===== src/design/dma_ctl_regs.vh =====
// Register offsets, field positions and codes of the channel control word engine
`ifndef DMA_CTL_REGS_VH
`define DMA_CTL_REGS_VH

// ==========================================
// Register byte offsets
`define OFS_CONTROL_WORD   12'h000
`define OFS_CHANNEL_CMD    12'h004
`define OFS_CHANNEL_STATUS 12'h008
`define OFS_FIFO_DATA      12'h00c

// ==========================================
// Control word fields
`define ARB_SIZE_HI        17
`define ARB_SIZE_LO        14
`define COUNT_HI           13
`define COUNT_LO           4
`define NEXT_BURST_BIT     3
`define MODE_HI            2
`define MODE_LO            0

// ==========================================
// Transfer mode codes
`define MODE_STOP          3'h0
`define MODE_BASIC         3'h1
`define MODE_AUTO          3'h2
`define MODE_PERIPH_SG     3'h6

// ==========================================
// Arbitration size codes
`define ARB_CODE_MAX       4'ha
`define ARB_LOG2_MAX       4'ha

// ==========================================
// Command register bits
`define CMD_START_BIT      0
`define CMD_SW_REQ_BIT     1

// ==========================================
// Status register bits
`define ST_BUSY_BIT        0
`define ST_DONE_BIT        1
`define ST_BURST_BIT       2
`define ST_WAIT_BIT        3

// ==========================================
// FIFO sizing
`define FIFO_DEPTH_WORDS   8
`endif


===== src/design/word_fifo.v =====
// Synchronous FIFO with valid/ready on both sides
`timescale 1ns/100ps
module word_fifo #(
	parameter WIDTH = 32,
	parameter DEPTH = 8,
	parameter AW    = 3
) (
	// Clock and reset
	input  wire             pclk,
	input  wire             presetn,
	// Fill side
	input  wire             in_valid,
	output wire             in_ready,
	input  wire [WIDTH-1:0] in_data,
	// Drain side
	output wire             out_valid,
	input  wire             out_ready,
	output wire [WIDTH-1:0] out_data
);
	reg [WIDTH-1:0] mem [0:DEPTH-1];
	reg [AW-1:0]    wr_ptr;
	reg [AW-1:0]    rd_ptr;
	reg [AW:0]      count;
	wire            push;
	wire            pop;

	assign in_ready  = (count != DEPTH[AW:0]);
	assign out_valid = (count != {(AW+1){1'b0}});
	assign out_data  = mem[rd_ptr];
	assign push      = in_valid & in_ready;
	assign pop       = out_valid & out_ready;

	always @(posedge pclk) begin
		if (push)
			mem[wr_ptr] <= in_data;
	end

	always @(posedge pclk or negedge presetn) begin
		if (!presetn) begin
			wr_ptr <= {AW{1'b0}};
			rd_ptr <= {AW{1'b0}};
			count  <= {(AW+1){1'b0}};
		end else begin
			if (push)
				wr_ptr <= (wr_ptr == DEPTH[AW-1:0] - 1'b1) ? {AW{1'b0}} : wr_ptr + 1'b1;
			if (pop)
				rd_ptr <= (rd_ptr == DEPTH[AW-1:0] - 1'b1) ? {AW{1'b0}} : rd_ptr + 1'b1;
			if (push && !pop)
				count <= count + 1'b1;
			else if (pop && !push)
				count <= count - 1'b1;
		end
	end
endmodule


===== src/design/arb_size_decode.v =====
// Arbitration size code to burst length decoder
`timescale 1ns/100ps
`include "dma_ctl_regs.vh"
module arb_size_decode (
	// Code in
	input  wire [3:0]  arb_code,
	// Items per arbitration round, minus one
	output reg  [9:0]  burst_minus_one
);
	reg [3:0] log2len;

	always @* begin
		// Codes above 9 all clamp to 1024, the longest possible cycle
		if (arb_code >= `ARB_CODE_MAX)
			log2len = `ARB_LOG2_MAX;
		else
			log2len = arb_code;
		burst_minus_one = (10'h001 << log2len) - 10'h001;
	end
endmodule


===== src/design/dma_channel_engine.v =====
// Channel engine driven by a control word, with APB registers and data FIFO
`timescale 1ns/100ps
`include "dma_ctl_regs.vh"
module dma_channel_engine #(
	parameter WIDTH = 32,
	parameter DEPTH = `FIFO_DEPTH_WORDS
) (
	// Clock and reset
	input  wire              pclk,
	input  wire              presetn,
	// APB slave
	input  wire              psel,
	input  wire              penable,
	input  wire              pwrite,
	input  wire [11:0]       paddr,
	input  wire [31:0]       pwdata,
	output reg  [31:0]       prdata,
	output reg               pready,
	output reg               pslverr,
	// Peripheral request
	input  wire              periph_req,
	// Item stream out
	output reg               item_valid,
	input  wire              item_ready,
	output reg  [WIDTH-1:0]  item_data,
	// Channel state
	output reg               busy,
	output reg               burst_only
);
	// ==========================================
	// State codes
	localparam ST_IDLE  = 2'h0;
	localparam ST_ARB   = 2'h1;
	localparam ST_MOVE  = 2'h2;
	localparam ST_WAIT  = 2'h3;

	// ==========================================
	// Control word and status
	reg [31:0]  control_word;
	reg [1:0]   state;
	reg [9:0]   round_left;
	reg         done;
	reg         sw_req;
	reg         single_mode;
	// Working count of items still to move, minus one
	reg [9:0]   remaining;

	wire [2:0]  transfer_mode            = control_word[`MODE_HI:`MODE_LO];
	wire [9:0]  transfer_count_minus_one = control_word[`COUNT_HI:`COUNT_LO];
	wire        next_burst_only          = control_word[`NEXT_BURST_BIT];
	wire [3:0]  arbitration_size         = control_word[`ARB_SIZE_HI:`ARB_SIZE_LO];
	wire [9:0]  burst_minus_one;

	arb_size_decode u_arb (
		.arb_code        (arbitration_size),
		.burst_minus_one (burst_minus_one)
	);

	// ==========================================
	// FIFO in data path
	reg              fill_valid;
	wire             fill_ready;
	reg [WIDTH-1:0]  fill_data;
	wire             drain_valid;
	wire             drain_ready;
	wire [WIDTH-1:0] drain_data;
	reg              fifo_wr;
	reg [WIDTH-1:0]  fifo_wdata;

	word_fifo #(
		.WIDTH (WIDTH),
		.DEPTH (DEPTH),
		.AW    (3)
	) u_fifo (
		.pclk      (pclk),
		.presetn   (presetn),
		.in_valid  (fill_valid),
		.in_ready  (fill_ready),
		.in_data   (fill_data),
		.out_valid (drain_valid),
		.out_ready (drain_ready),
		.out_data  (drain_data)
	);

	// Words leave only while moving, one per slot, so every handshake is a counted item
	// Costs half the peak rate, but no word escapes at a round boundary
	assign drain_ready = (state == ST_MOVE) && !item_valid;

	always @(posedge pclk or negedge presetn) begin
		if (!presetn) begin
			item_valid <= 1'b0;
			item_data  <= {WIDTH{1'b0}};
		end else if (item_valid && item_ready) begin
			item_valid <= 1'b0;
		end else if (drain_ready) begin
			item_valid <= drain_valid;
			if (drain_valid)
				item_data <= drain_data;
		end
	end

	// ==========================================
	// APB access
	wire apb_access = psel && penable;
	wire apb_write  = apb_access && pwrite;
	wire is_ctl     = (paddr == `OFS_CONTROL_WORD);
	wire is_cmd     = (paddr == `OFS_CHANNEL_CMD);
	wire is_sts     = (paddr == `OFS_CHANNEL_STATUS);
	wire is_dat     = (paddr == `OFS_FIFO_DATA);
	wire mapped     = is_ctl || is_cmd || is_sts || is_dat;
	// Data words stall the bus while the FIFO is full
	wire dat_hold   = is_dat && pwrite && !fill_ready;
	wire start_cmd  = apb_write && is_cmd && pwdata[`CMD_START_BIT] && !pready;
	wire req_cmd    = apb_write && is_cmd && pwdata[`CMD_SW_REQ_BIT] && !pready;
	wire request    = periph_req || sw_req;

	always @(posedge pclk or negedge presetn) begin
		if (!presetn) begin
			pready  <= 1'b0;
			pslverr <= 1'b0;
			prdata  <= 32'h0000_0000;
			fifo_wr <= 1'b0;
			fifo_wdata <= {WIDTH{1'b0}};
		end else begin
			fifo_wr <= 1'b0;
			if (apb_access && !pready && !dat_hold) begin
				pready  <= 1'b1;
				pslverr <= !mapped;
				prdata  <= 32'h0000_0000;
				if (!pwrite) begin
					if (is_ctl)
						prdata <= control_word;
					else if (is_sts)
						prdata <= {28'h0000000, state == ST_WAIT, burst_only, done, busy};
				end else if (is_dat) begin
					fifo_wr    <= 1'b1;
					fifo_wdata <= pwdata[WIDTH-1:0];
				end
			end else begin
				pready  <= 1'b0;
				pslverr <= 1'b0;
			end
		end
	end

	// Fill port fed from the registered bus write
	always @* begin
		fill_valid = fifo_wr;
		fill_data  = fifo_wdata;
	end

	// ==========================================
	// Control word: RAM-like storage, no reset
	always @(posedge pclk) begin
		if (apb_write && is_ctl && !pready)
			control_word <= pwdata;
		else if (state == ST_ARB)
			control_word[`COUNT_HI:`COUNT_LO] <= remaining;
		else if (state == ST_MOVE && item_valid && item_ready && remaining != 10'h000)
			control_word[`COUNT_HI:`COUNT_LO] <= remaining - 10'h001;
	end

	// ==========================================
	// Channel sequencer
	always @(posedge pclk or negedge presetn) begin
		if (!presetn) begin
			state       <= ST_IDLE;
			busy        <= 1'b0;
			done        <= 1'b0;
			sw_req      <= 1'b0;
			burst_only  <= 1'b0;
			round_left  <= 10'h000;
			single_mode <= 1'b0;
			remaining   <= 10'h000;
		end else begin
			case (state)
			ST_IDLE: begin
				if (start_cmd) begin
					done <= 1'b0;
					// Stop mode never starts a cycle; every other code, valid or not, does
					if (transfer_mode != `MODE_STOP) begin
						busy      <= 1'b1;
						remaining <= transfer_count_minus_one;
						state     <= ST_WAIT;
					end
				end
			end
			ST_WAIT: begin
				if (request) begin
					sw_req <= 1'b0;
					state  <= ST_ARB;
				end
			end
			ST_ARB: begin
				// Items in this round: arbitration size or remaining, whichever smaller
				if (remaining <= burst_minus_one) begin
					round_left <= remaining;
					if (remaining != burst_minus_one) begin
						if (next_burst_only && transfer_mode == `MODE_PERIPH_SG) begin
							burst_only  <= 1'b1;
							single_mode <= 1'b0;
						end else
							single_mode <= 1'b1;
					end
				end else
					round_left <= burst_minus_one;
				state <= ST_MOVE;
			end
			ST_MOVE: begin
				if (item_valid && item_ready) begin
					if (remaining == 10'h000) begin
						state       <= ST_IDLE;
						busy        <= 1'b0;
						done        <= 1'b1;
						single_mode <= 1'b0;
					end else begin
						remaining <= remaining - 10'h001;
						if (round_left == 10'h000 || single_mode) begin
							round_left <= 10'h000;
							// Basic needs a new request, auto keeps going
							if (transfer_mode == `MODE_BASIC)
								state <= ST_WAIT;
							else
								state <= ST_ARB;
						end else
							round_left <= round_left - 10'h001;
					end
				end
			end
			default: state <= ST_IDLE;
			endcase
			// After the case, so a request written while one is consumed is not lost
			if (req_cmd)
				sw_req <= 1'b1;
		end
	end
endmodule


===== config.mk =====
export PLATFORM = sky130hd
export DESIGN_NAME = dma_channel_engine
export DESIGN_NICKNAME = d
export VERILOG_FILES = /design/src/design/word_fifo.v /design/src/design/arb_size_decode.v /design/src/design/dma_channel_engine.v
export VERILOG_INCLUDE_DIRS = /design/src /design/src/design
export SDC_FILE = /design/constraint.sdc
export NUM_CORES = 1
export LEC_CHECK = 0
export ABC_AREA = 0
export BUFFER_PORTS_ARGS = -buffer_cell sky130_fd_sc_hd__buf_2
export CAP_MARGIN = 0
export CORE_MARGIN = 2
export CORE_UTILIZATION = 50
export DETAILED_ROUTE_END_ITERATION = 6
export GPL_TIMING_DRIVEN = 0
export PLACE_DENSITY = 0.66
export SYNTH_ARGS = -nofsm -noshare
export SYNTH_HDL_FRONTEND = slang
export SYNTH_HIERARCHICAL = 1
export SYNTH_SLANG_ARGS = --single-unit

===== constraint.sdc =====
create_clock -name pclk -period 5.44 [get_ports pclk]
set_input_delay 1.088 -clock pclk [delete_from_list [all_inputs] [get_ports pclk]]
set_output_delay 1.088 -clock pclk [all_outputs]
set_load 0.02 [all_outputs]

Yosys cells after proc, flatten, opt, wreduce, memory -nomap -nowiden
Memories as Yosys holds them, arrays and structs flattened. A register that Yosys moved wholly into a read port is not among the register bits.
Cells that the tools add are included.
W data, S select, Z words.
{"block": "word_totals", "regBits": 137, "latch_bits": 0, "ram_bits": 256, "mem_bits_ro": 0, "input_bits": 51, "wordCells": 166, "mem_count": 1}
{"block": "classes", "addsub": 7, "mul": 0, "n_div": 0, "n_lt_le_gt_ge": 2, "n_eq_ne": 21, "shift": 1, "n_mux": 54, "bitwise": 3, "n_reduce_logical": 58}
{"name": "u_fifo.mem", "words": 8, "width": 32, "rd": 1, "rd_ports_with_merged_regs": 1, "write_ports": 1, "line": "word_fifo.v:20", "text": "reg [WIDTH-1:0] mem [0:DEPTH-1];"}
{"op": "$mux W10", "count": 11}
{"op": "$mux W32", "count": 2}
{"op": "$pmux W10 S2", "count": 2}
{"op": "$sub A10 B1 Y10 const B", "count": 3}
{"op": "$eq A12 B4 Y1 const B", "count": 2}
{"op": "$mux W1", "count": 22}
{"op": "$logic_and A1 B1 Y1", "count": 21}
{"op": "$logic_not A10 Y1", "count": 2}
{"op": "$reduce_and A5 Y1", "count": 4}
{"op": "$mux W4", "count": 4}
{"op": "$mux W2", "count": 7}
{"op": "$eq A12 B3 Y1 const B", "count": 1}
{"op": "$logic_not A12 Y1", "count": 1}
{"op": "$reduce_bool A2 Y1", "count": 6}
{"op": "$le A10 B10 Y1", "count": 1}
{"op": "$ne A10 B10 Y1", "count": 1}
{"op": "$reduce_bool A10 Y1", "count": 1}
{"op": "$shl A1 B4 Y10 const A", "count": 1}
{"op": "$eq A3 B3 Y1 const B", "count": 3}
{"op": "$reduce_and A3 Y1", "count": 3}
{"op": "$logic_not A1 Y1", "count": 8}
{"op": "$ne A2 B1 Y1 const B", "count": 4}
{"op": "$ne A2 B2 Y1 const B", "count": 4}
{"op": "$pmux W2 S4", "count": 1}
{"op": "19 further kinds", "count": 31}

Logic depth before layout (Yosys ltp)
{"block": "logic_depth", "depth_word": 8, "mapped_depth": 15, "ltp_nobuf": 14}

Modules after synthesis
Netlist, hierarchy kept.
{"module": "word_fifo", "instances": 1, "cells_each": 435, "area_each_um2": 10286.1}
{"module": "dma_channel_engine", "instances": 1, "cells_each": 653, "area_each_um2": 7553.5}
{"module": "arb_size_decode", "instances": 1, "cells_each": 22, "area_each_um2": 141.4}

Worst setup path after synthesis
OpenSTA, ideal clock, no wires.
{"block": "synth_path", "path_type": "register to register", "from": "register u_fifo.count[0]", "to": "memory u_fifo.mem[0][0], enable pin", "arrival_ns": 3.875, "required_time_ns": 4.939, "slack_ns": 1.064, "stages_incl_launch_ff": 4, "synth_period_minus_slack_ns": 4.376, "cell_sequence": "dfrtp_1 > or4b_4 > nand2_2 > nor4_1"}
{"block": "synth_between", "elab_chain_len": 4}
{"item": "from (decl)", "line": "word_fifo.v:23", "text": "reg [AW:0] count;"}
{"item": "from (signal assigned)", "line": "word_fifo.v:42", "text": "count <= {(AW+1){1'b0}};"}
{"item": "from (signal assigned)", "line": "word_fifo.v:49", "text": "count <= count + 1'b1;"}
{"item": "from (signal assigned)", "line": "word_fifo.v:51", "text": "count <= count - 1'b1;"}
{"item": "$ne A4 B4 Y1", "line": "word_fifo.v:27", "text": "assign in_ready = (count != DEPTH[AW:0]);"}
{"item": "via fill_ready", "line": "dma_channel_engine.v:62", "text": "wire fill_ready;"}
{"item": "$and A1 B1 Y1", "line": "word_fifo.v:30", "text": "assign push = in_valid & in_ready;"}
{"item": "$mux W1", "line": "word_fifo.v:34", "text": "if (push)"}
{"item": "$mux W1 (implied by the code)", "line": "word_fifo.v:35", "text": "mem[wr_ptr] <= in_data;"}
{"item": "to (decl)", "line": "word_fifo.v:20"}
The timed path passes the listed nets, and every way through them passes these cells.

Final worst setup path
{"block": "layout_path", "from": "register control_word[17]", "to": "register round_left[0]"}
{"block": "layout_between", "elab_chain_len": 7}
{"item": "from (decl)", "line": "dma_channel_engine.v:39", "text": "reg [31:0] control_word;"}
{"item": "from (signal assigned)", "line": "dma_channel_engine.v:156", "text": "control_word <= pwdata;"}
{"item": "from (signal, indexed assignment)", "line": "dma_channel_engine.v:158", "text": "control_word[`COUNT_HI:`COUNT_LO] <= remaining;"}
{"item": "from (signal, indexed assignment)", "line": "dma_channel_engine.v:160", "text": "control_word[`COUNT_HI:`COUNT_LO] <= remaining - 10'h001;"}
{"item": "$ge A4 B4 Y1 (no source line)"}
{"item": "$mux W4 (*)", "line": "arb_size_decode.v:14", "text": "if (arb_code >= `ARB_CODE_MAX)"}
{"item": "$shl A1 B4 Y10 (*)", "line": "arb_size_decode.v:18", "text": "burst_minus_one = (10'h001 << log2len) - 10'h001;"}
{"item": "$sub A10 B1 Y10 (*)", "line": "arb_size_decode.v:18"}
{"item": "via burst_minus_one[3]", "line": "dma_channel_engine.v:52", "text": "wire [9:0] burst_minus_one;"}
{"item": "$le A10 B10 Y1 (*)", "line": "dma_channel_engine.v:196", "text": "if (remaining <= burst_minus_one) begin"}
{"item": "$mux W10 (*)", "line": "dma_channel_engine.v:196"}
{"item": "$pmux W10 S2 (*)", "line": "dma_channel_engine.v:176", "text": "case (state)"}
{"item": "to (signal assigned)", "line": "dma_channel_engine.v:197", "text": "round_left <= remaining;"}
{"item": "to (signal assigned)", "line": "dma_channel_engine.v:206", "text": "round_left <= burst_minus_one;"}
{"item": "to (signal assigned)", "line": "dma_channel_engine.v:226", "text": "round_left <= round_left - 10'h001;"}
{"item": "to (decl)", "line": "dma_channel_engine.v:41", "text": "reg [9:0] round_left;"}
The timed path passes the listed nets; every way through them passes the cells marked *.
A chain may end at the register's enable or synchronous reset.

==> results_tabular.tex <==
\begin{tabular}{lr}
\hline
Metric & Value \\
\hline
\multicolumn{2}{l}{\textbf{Floorplanning}} \\
\quad Placement Rows & 69 \\
\quad Area of the die & 0.0375 mm\^{}2 \\
\quad Core Footprint & 0.0355 mm\^{}2 \\
\quad Die Ht & 194 um \\
\quad Count of boundary I/O pins & 120 \\
\quad Chip Width & 194 um \\
\quad Initial core utilization & 50.7\% \\
\multicolumn{2}{l}{\textbf{Power and ir drop}} \\
\quad Sequential fraction of design power & 41.7\% \\
\quad Net switching share of the total power & 31.8\% \\
\quad Logic pwr share & 28.0\% \\
\quad Internal & 6500 uW \\
\quad Maximum vdd ir drop & 0.000331 V \\
\quad Post-layout power & 9530 uW \\
\quad Pwr dens & 455 mW/mm\^{}2 \\
\quad Clk network pwr share & 30.3\% \\
\quad Net Sw Power & 3030 uW \\
\quad Lkg Pwr & 0.00727 uW \\
\multicolumn{2}{l}{\textbf{GRT}} \\
\quad Initial antenna violation count & 0 \\
\quad Vias in the first global route & 10632 \\
\quad Pin count of the biggest net entering global routing & 75 \\
\quad Total global routing track utilization & 22.6\% \\
\quad Global-route wire length before repair & 64300 um \\
\quad Final global-route overflow total & 0 \\
\multicolumn{2}{l}{\textbf{Synth}} \\
\quad Syn. warnings & 6 \\
\quad Number of storage elements in the synthesis netlist & 425 \\
\quad Mapped Area & 0.0180 mm\^{}2 \\
\quad Yosys cell types & 73 \\
\quad Asr flop ratio synth & 32.2\% \\
\quad Number of enable-type register cells in the synthesized netlist & 288 \\
\quad Dominant register cell in the synthesized netlist & edfxtp\_1 \\
\quad Avg Inst Size Synth & 16.2 um\^{}2 \\
\quad Register area share after synthesis & 67.2\% \\
\quad Cells after synthesis & 1110 \\
\quad Post-synth net total & 1189 \\
\multicolumn{2}{l}{\textbf{Timing}} \\
\quad Worst rel slew slack & 33.5\% \\
\quad Number of failing setup endpoints in the final timing report & 0 \\
\quad Final Hold Violating Endpoints & 0 \\
\quad Final slew viol count & 0 \\
\quad Highest clock rate & 0.235 GHz \\
\quad Setup clock skew after layout & 13.8 ps \\
\quad Final min period & 4250 ps \\
\quad Pin slew with the least headroom to its limit & 998 ps \\
\quad RSZ-0062 raised after global routing & no \\
\quad Final worst-path cycle share & 78.1\% \\
\multicolumn{2}{l}{\textbf{Route}} \\
\quad First-pass iteration count of the detailed router & 5 \\
\quad Vias post-DR & 10480 \\
\quad Wire length reported by the detailed router & 41400 um \\
\quad Vias per std cell & 5.84 \\
\quad DRC violation total after the first TritonRoute iteration & 785 \\
\quad Final ANT Viol Nets & 0 \\
\quad DRC violation count after routing & 0 \\
\quad Drt wl/cell & 23.0 um \\
\multicolumn{2}{l}{\textbf{Clock tree}} \\
\quad Total of hold buffers inserted after clock tree synthesis & 0 \\
\quad Setup bufs post-CTS & 0 \\
\quad \# H-tree levels & 2 \\
\quad \# clock sinks & 425 \\
\quad Maximum clock insertion buffer count & 3 \\
\quad Worst skew pair latency & 570 ps \\
\quad Root buffer cell & clkbuf\_16 \\
\quad Number of resized instances in the post-cts repair step & 0 \\
\quad TritonCTS Buffers & 43 \\
\quad CTS clock-pin slew for the worst setup and hold paths & 60 ps \\
\quad Clock tree from TritonCTS & built \\
\multicolumn{2}{l}{\textbf{Setup path}} \\
\quad Ordered cell list for the critical path & or2\_4, or3\_1, ha\_1, nor3\_1, mux2i\_1, o21ai\_0, inv\_1, ha\_1, and4\_1, o211ai\_1, a22o\_1, clkbuf\_1, o221a\_1, a221o\_1 \\
\quad Path depth of the worst reg2reg path & 14 \\
\quad Endpoint type of the worst setup path & register \\
\quad Arrival time of the worst setup path & 4700 ps \\
\quad Setup CP Type & register to register \\
\quad Largest fanout on the critical path & 10 \\
\quad R2R Path Start & control\_word[17] \\
\quad Maximum cell stage delay along the critical path & 490 ps \\
\quad CP required & 5890 ps \\
\quad Minimum setup slack among reg-to-reg paths & 1190 ps \\
\quad Cell mode on critical path & ha\_1 \\
\quad Max stage delay cell, worst path & edfxtp\_1 \\
\quad Worst reg2reg path endpoint & round\_left[0] \\
\quad Nature of the critical path startpoint & register \\
\multicolumn{2}{l}{\textbf{Final layout}} \\
\quad Fill cells & 2716 \\
\quad Final Instance Count excl. Fillers & 1796 \\
\quad Layout cell share with drive strength beyond 1 & 29.2\% \\
\quad Total number of nets in the final design & 1378 \\
\quad Area added between synthesis and finish & 16.4\% \\
\quad Most frequent standard cell in the layout excluding fill and tap cells & edfxtp\_1 \\
\quad Most frequent cells in the layout & edfxtp\_1, dfrtp\_1, buf\_2 \\
\quad Final design instance area without fill & 0.0209 mm\^{}2 \\
\quad FF+latch area & 0.0121 mm\^{}2 \\
\quad Combined area of the multi-input logic cells & 0.00553 mm\^{}2 \\
\multicolumn{2}{l}{\textbf{Place}} \\
\quad Instance area at placement & 0.0195 mm\^{}2 \\
\quad Placed wire-length estimate & 28700 um \\
\quad Weighted congestion reported at the end of routability-driven placement & 0.915 \\
\quad Quantity of I/O buffers inserted on ports & 119 \\
\quad DP Cell Count & 1715 \\
\multicolumn{2}{l}{\textbf{Min path}} \\
\quad Hold path endpoint & pslverr \\
\quad Worst hold path depth & 1 \\
\quad Hold wc startpoint & pready \\
\quad Class of the tightest hold or removal check & register to register \\
\multicolumn{2}{l}{\textbf{Flow run}} \\
\quad Max-cap violations & 0 \\
\multicolumn{2}{l}{\textbf{Status}} \\
\quad Run status & complete, no violations \\
\hline
\end{tabular}
worst max path at each step:
stage / slack [ps] / from / to
finish: 1190 / control_word[17] / round_left[0]
global route: 920 / control_word[17] / round_left[0]
CTS: 1210 / control_word[16] / round_left[0]
detailed placement: 1250 / control_word[16] / round_left[0]
global placement: -2090 / u_fifo/count[0] / u_fifo/mem[0][14]
floorplan: 1060 / u_fifo/count[0] / u_fifo/mem[0][0]
power groups by stage:
stage                     clock (uW)  combinational [uW]  sequential, uW
after floorplan                    0                1770            4130
after global routing            3090                2920            4000
after CTS                       2960                2680            3970
final                           2890                2670            3970
after detailed placement           0                2670            4030
after global placement             0                2640            4020
per-stage QoR:
step / worst slack (ps) / TNS, ps / util [%] / hold slack [ps]
finish: 1190 / 0 / 59.0 / 463
global route: 916 / 0 / 59.0 / 485
CTS: 1210 / 0 / 59.0 / 469
detailed placement: 1250 / 0 / 55.1 / 453
global placement: -2090 / -140160 / 54.0 / 446
floorplan: 1060 / 0 / - / 443
state kept, by name, summed over array words and instances (netlist names), 4 cells and up:
register	flops
control_word	32
fifo_wdata	32
item_data	32
prdata	32
remaining	10
round_left	10
u_fifo/count	4
u_fifo/mem	256
synthesized netlist by cell type (all sizes together) (14+ instances only):
cell type  count  area share, %
inv           36           0.75
o21ai         30           0.86
dfrtp        137             19
nand3         16           0.47
clkbuf        24           0.50
a21oi         26           0.74
mux4          64            8.0
nor3          25           0.72
a22o          30            1.5
mux2         102            6.4
o21a          14           0.58
edfxtp       288             48
nand2         47            1.0
nor2          60            1.3
buf           32            1.1
ha            27            1.9
metal layers:
metal  GRT usage, %  wire [um]
met4           7.75       1160
met5              0          0
met2           36.5      20000
met1           31.0      17900
met3           4.26       2350
worst max-delay path: cells and delay by family, from the launching register on:
kind	cells	cell delay (ps)
compound gates	5	1370
simple gates	4	1210
fa+ha+maj	2	630
flops	1	490
buf+inv	2	340
mux	1	110
cell type report:
type	count	area share, %
Inverter	36	0.646
Clock buffer	61	5.66
Buffer	56	1.37
Timing Repair Buffer	144	4.46
Sequential cell	425	57.7
Antenna cell	1	0.0120
Tap cell	461	2.76
Clock inverter	19	0.927
Multi-Input combinational cell	593	26.4
cells by family (layout without fill, tap and decap cells):
family / Yosys count / in the layout / synth area share, %
and+or+nand+nor: 213 / 213 / 6.23
AOI/OAI and AO/OA: 167 / 167 / 6.90
buffers and inverters: 92 / 316 / 2.34
DFF: 425 / 425 / 67.2
muxes: 173 / 173 / 14.8
xor gates and xnor gates: 12 / 12 / 0.585
other: 0 / 1 / 0
adders and majority gates: 28 / 28 / 1.99
Note: power is estimated with default switching activity, not from simulation.
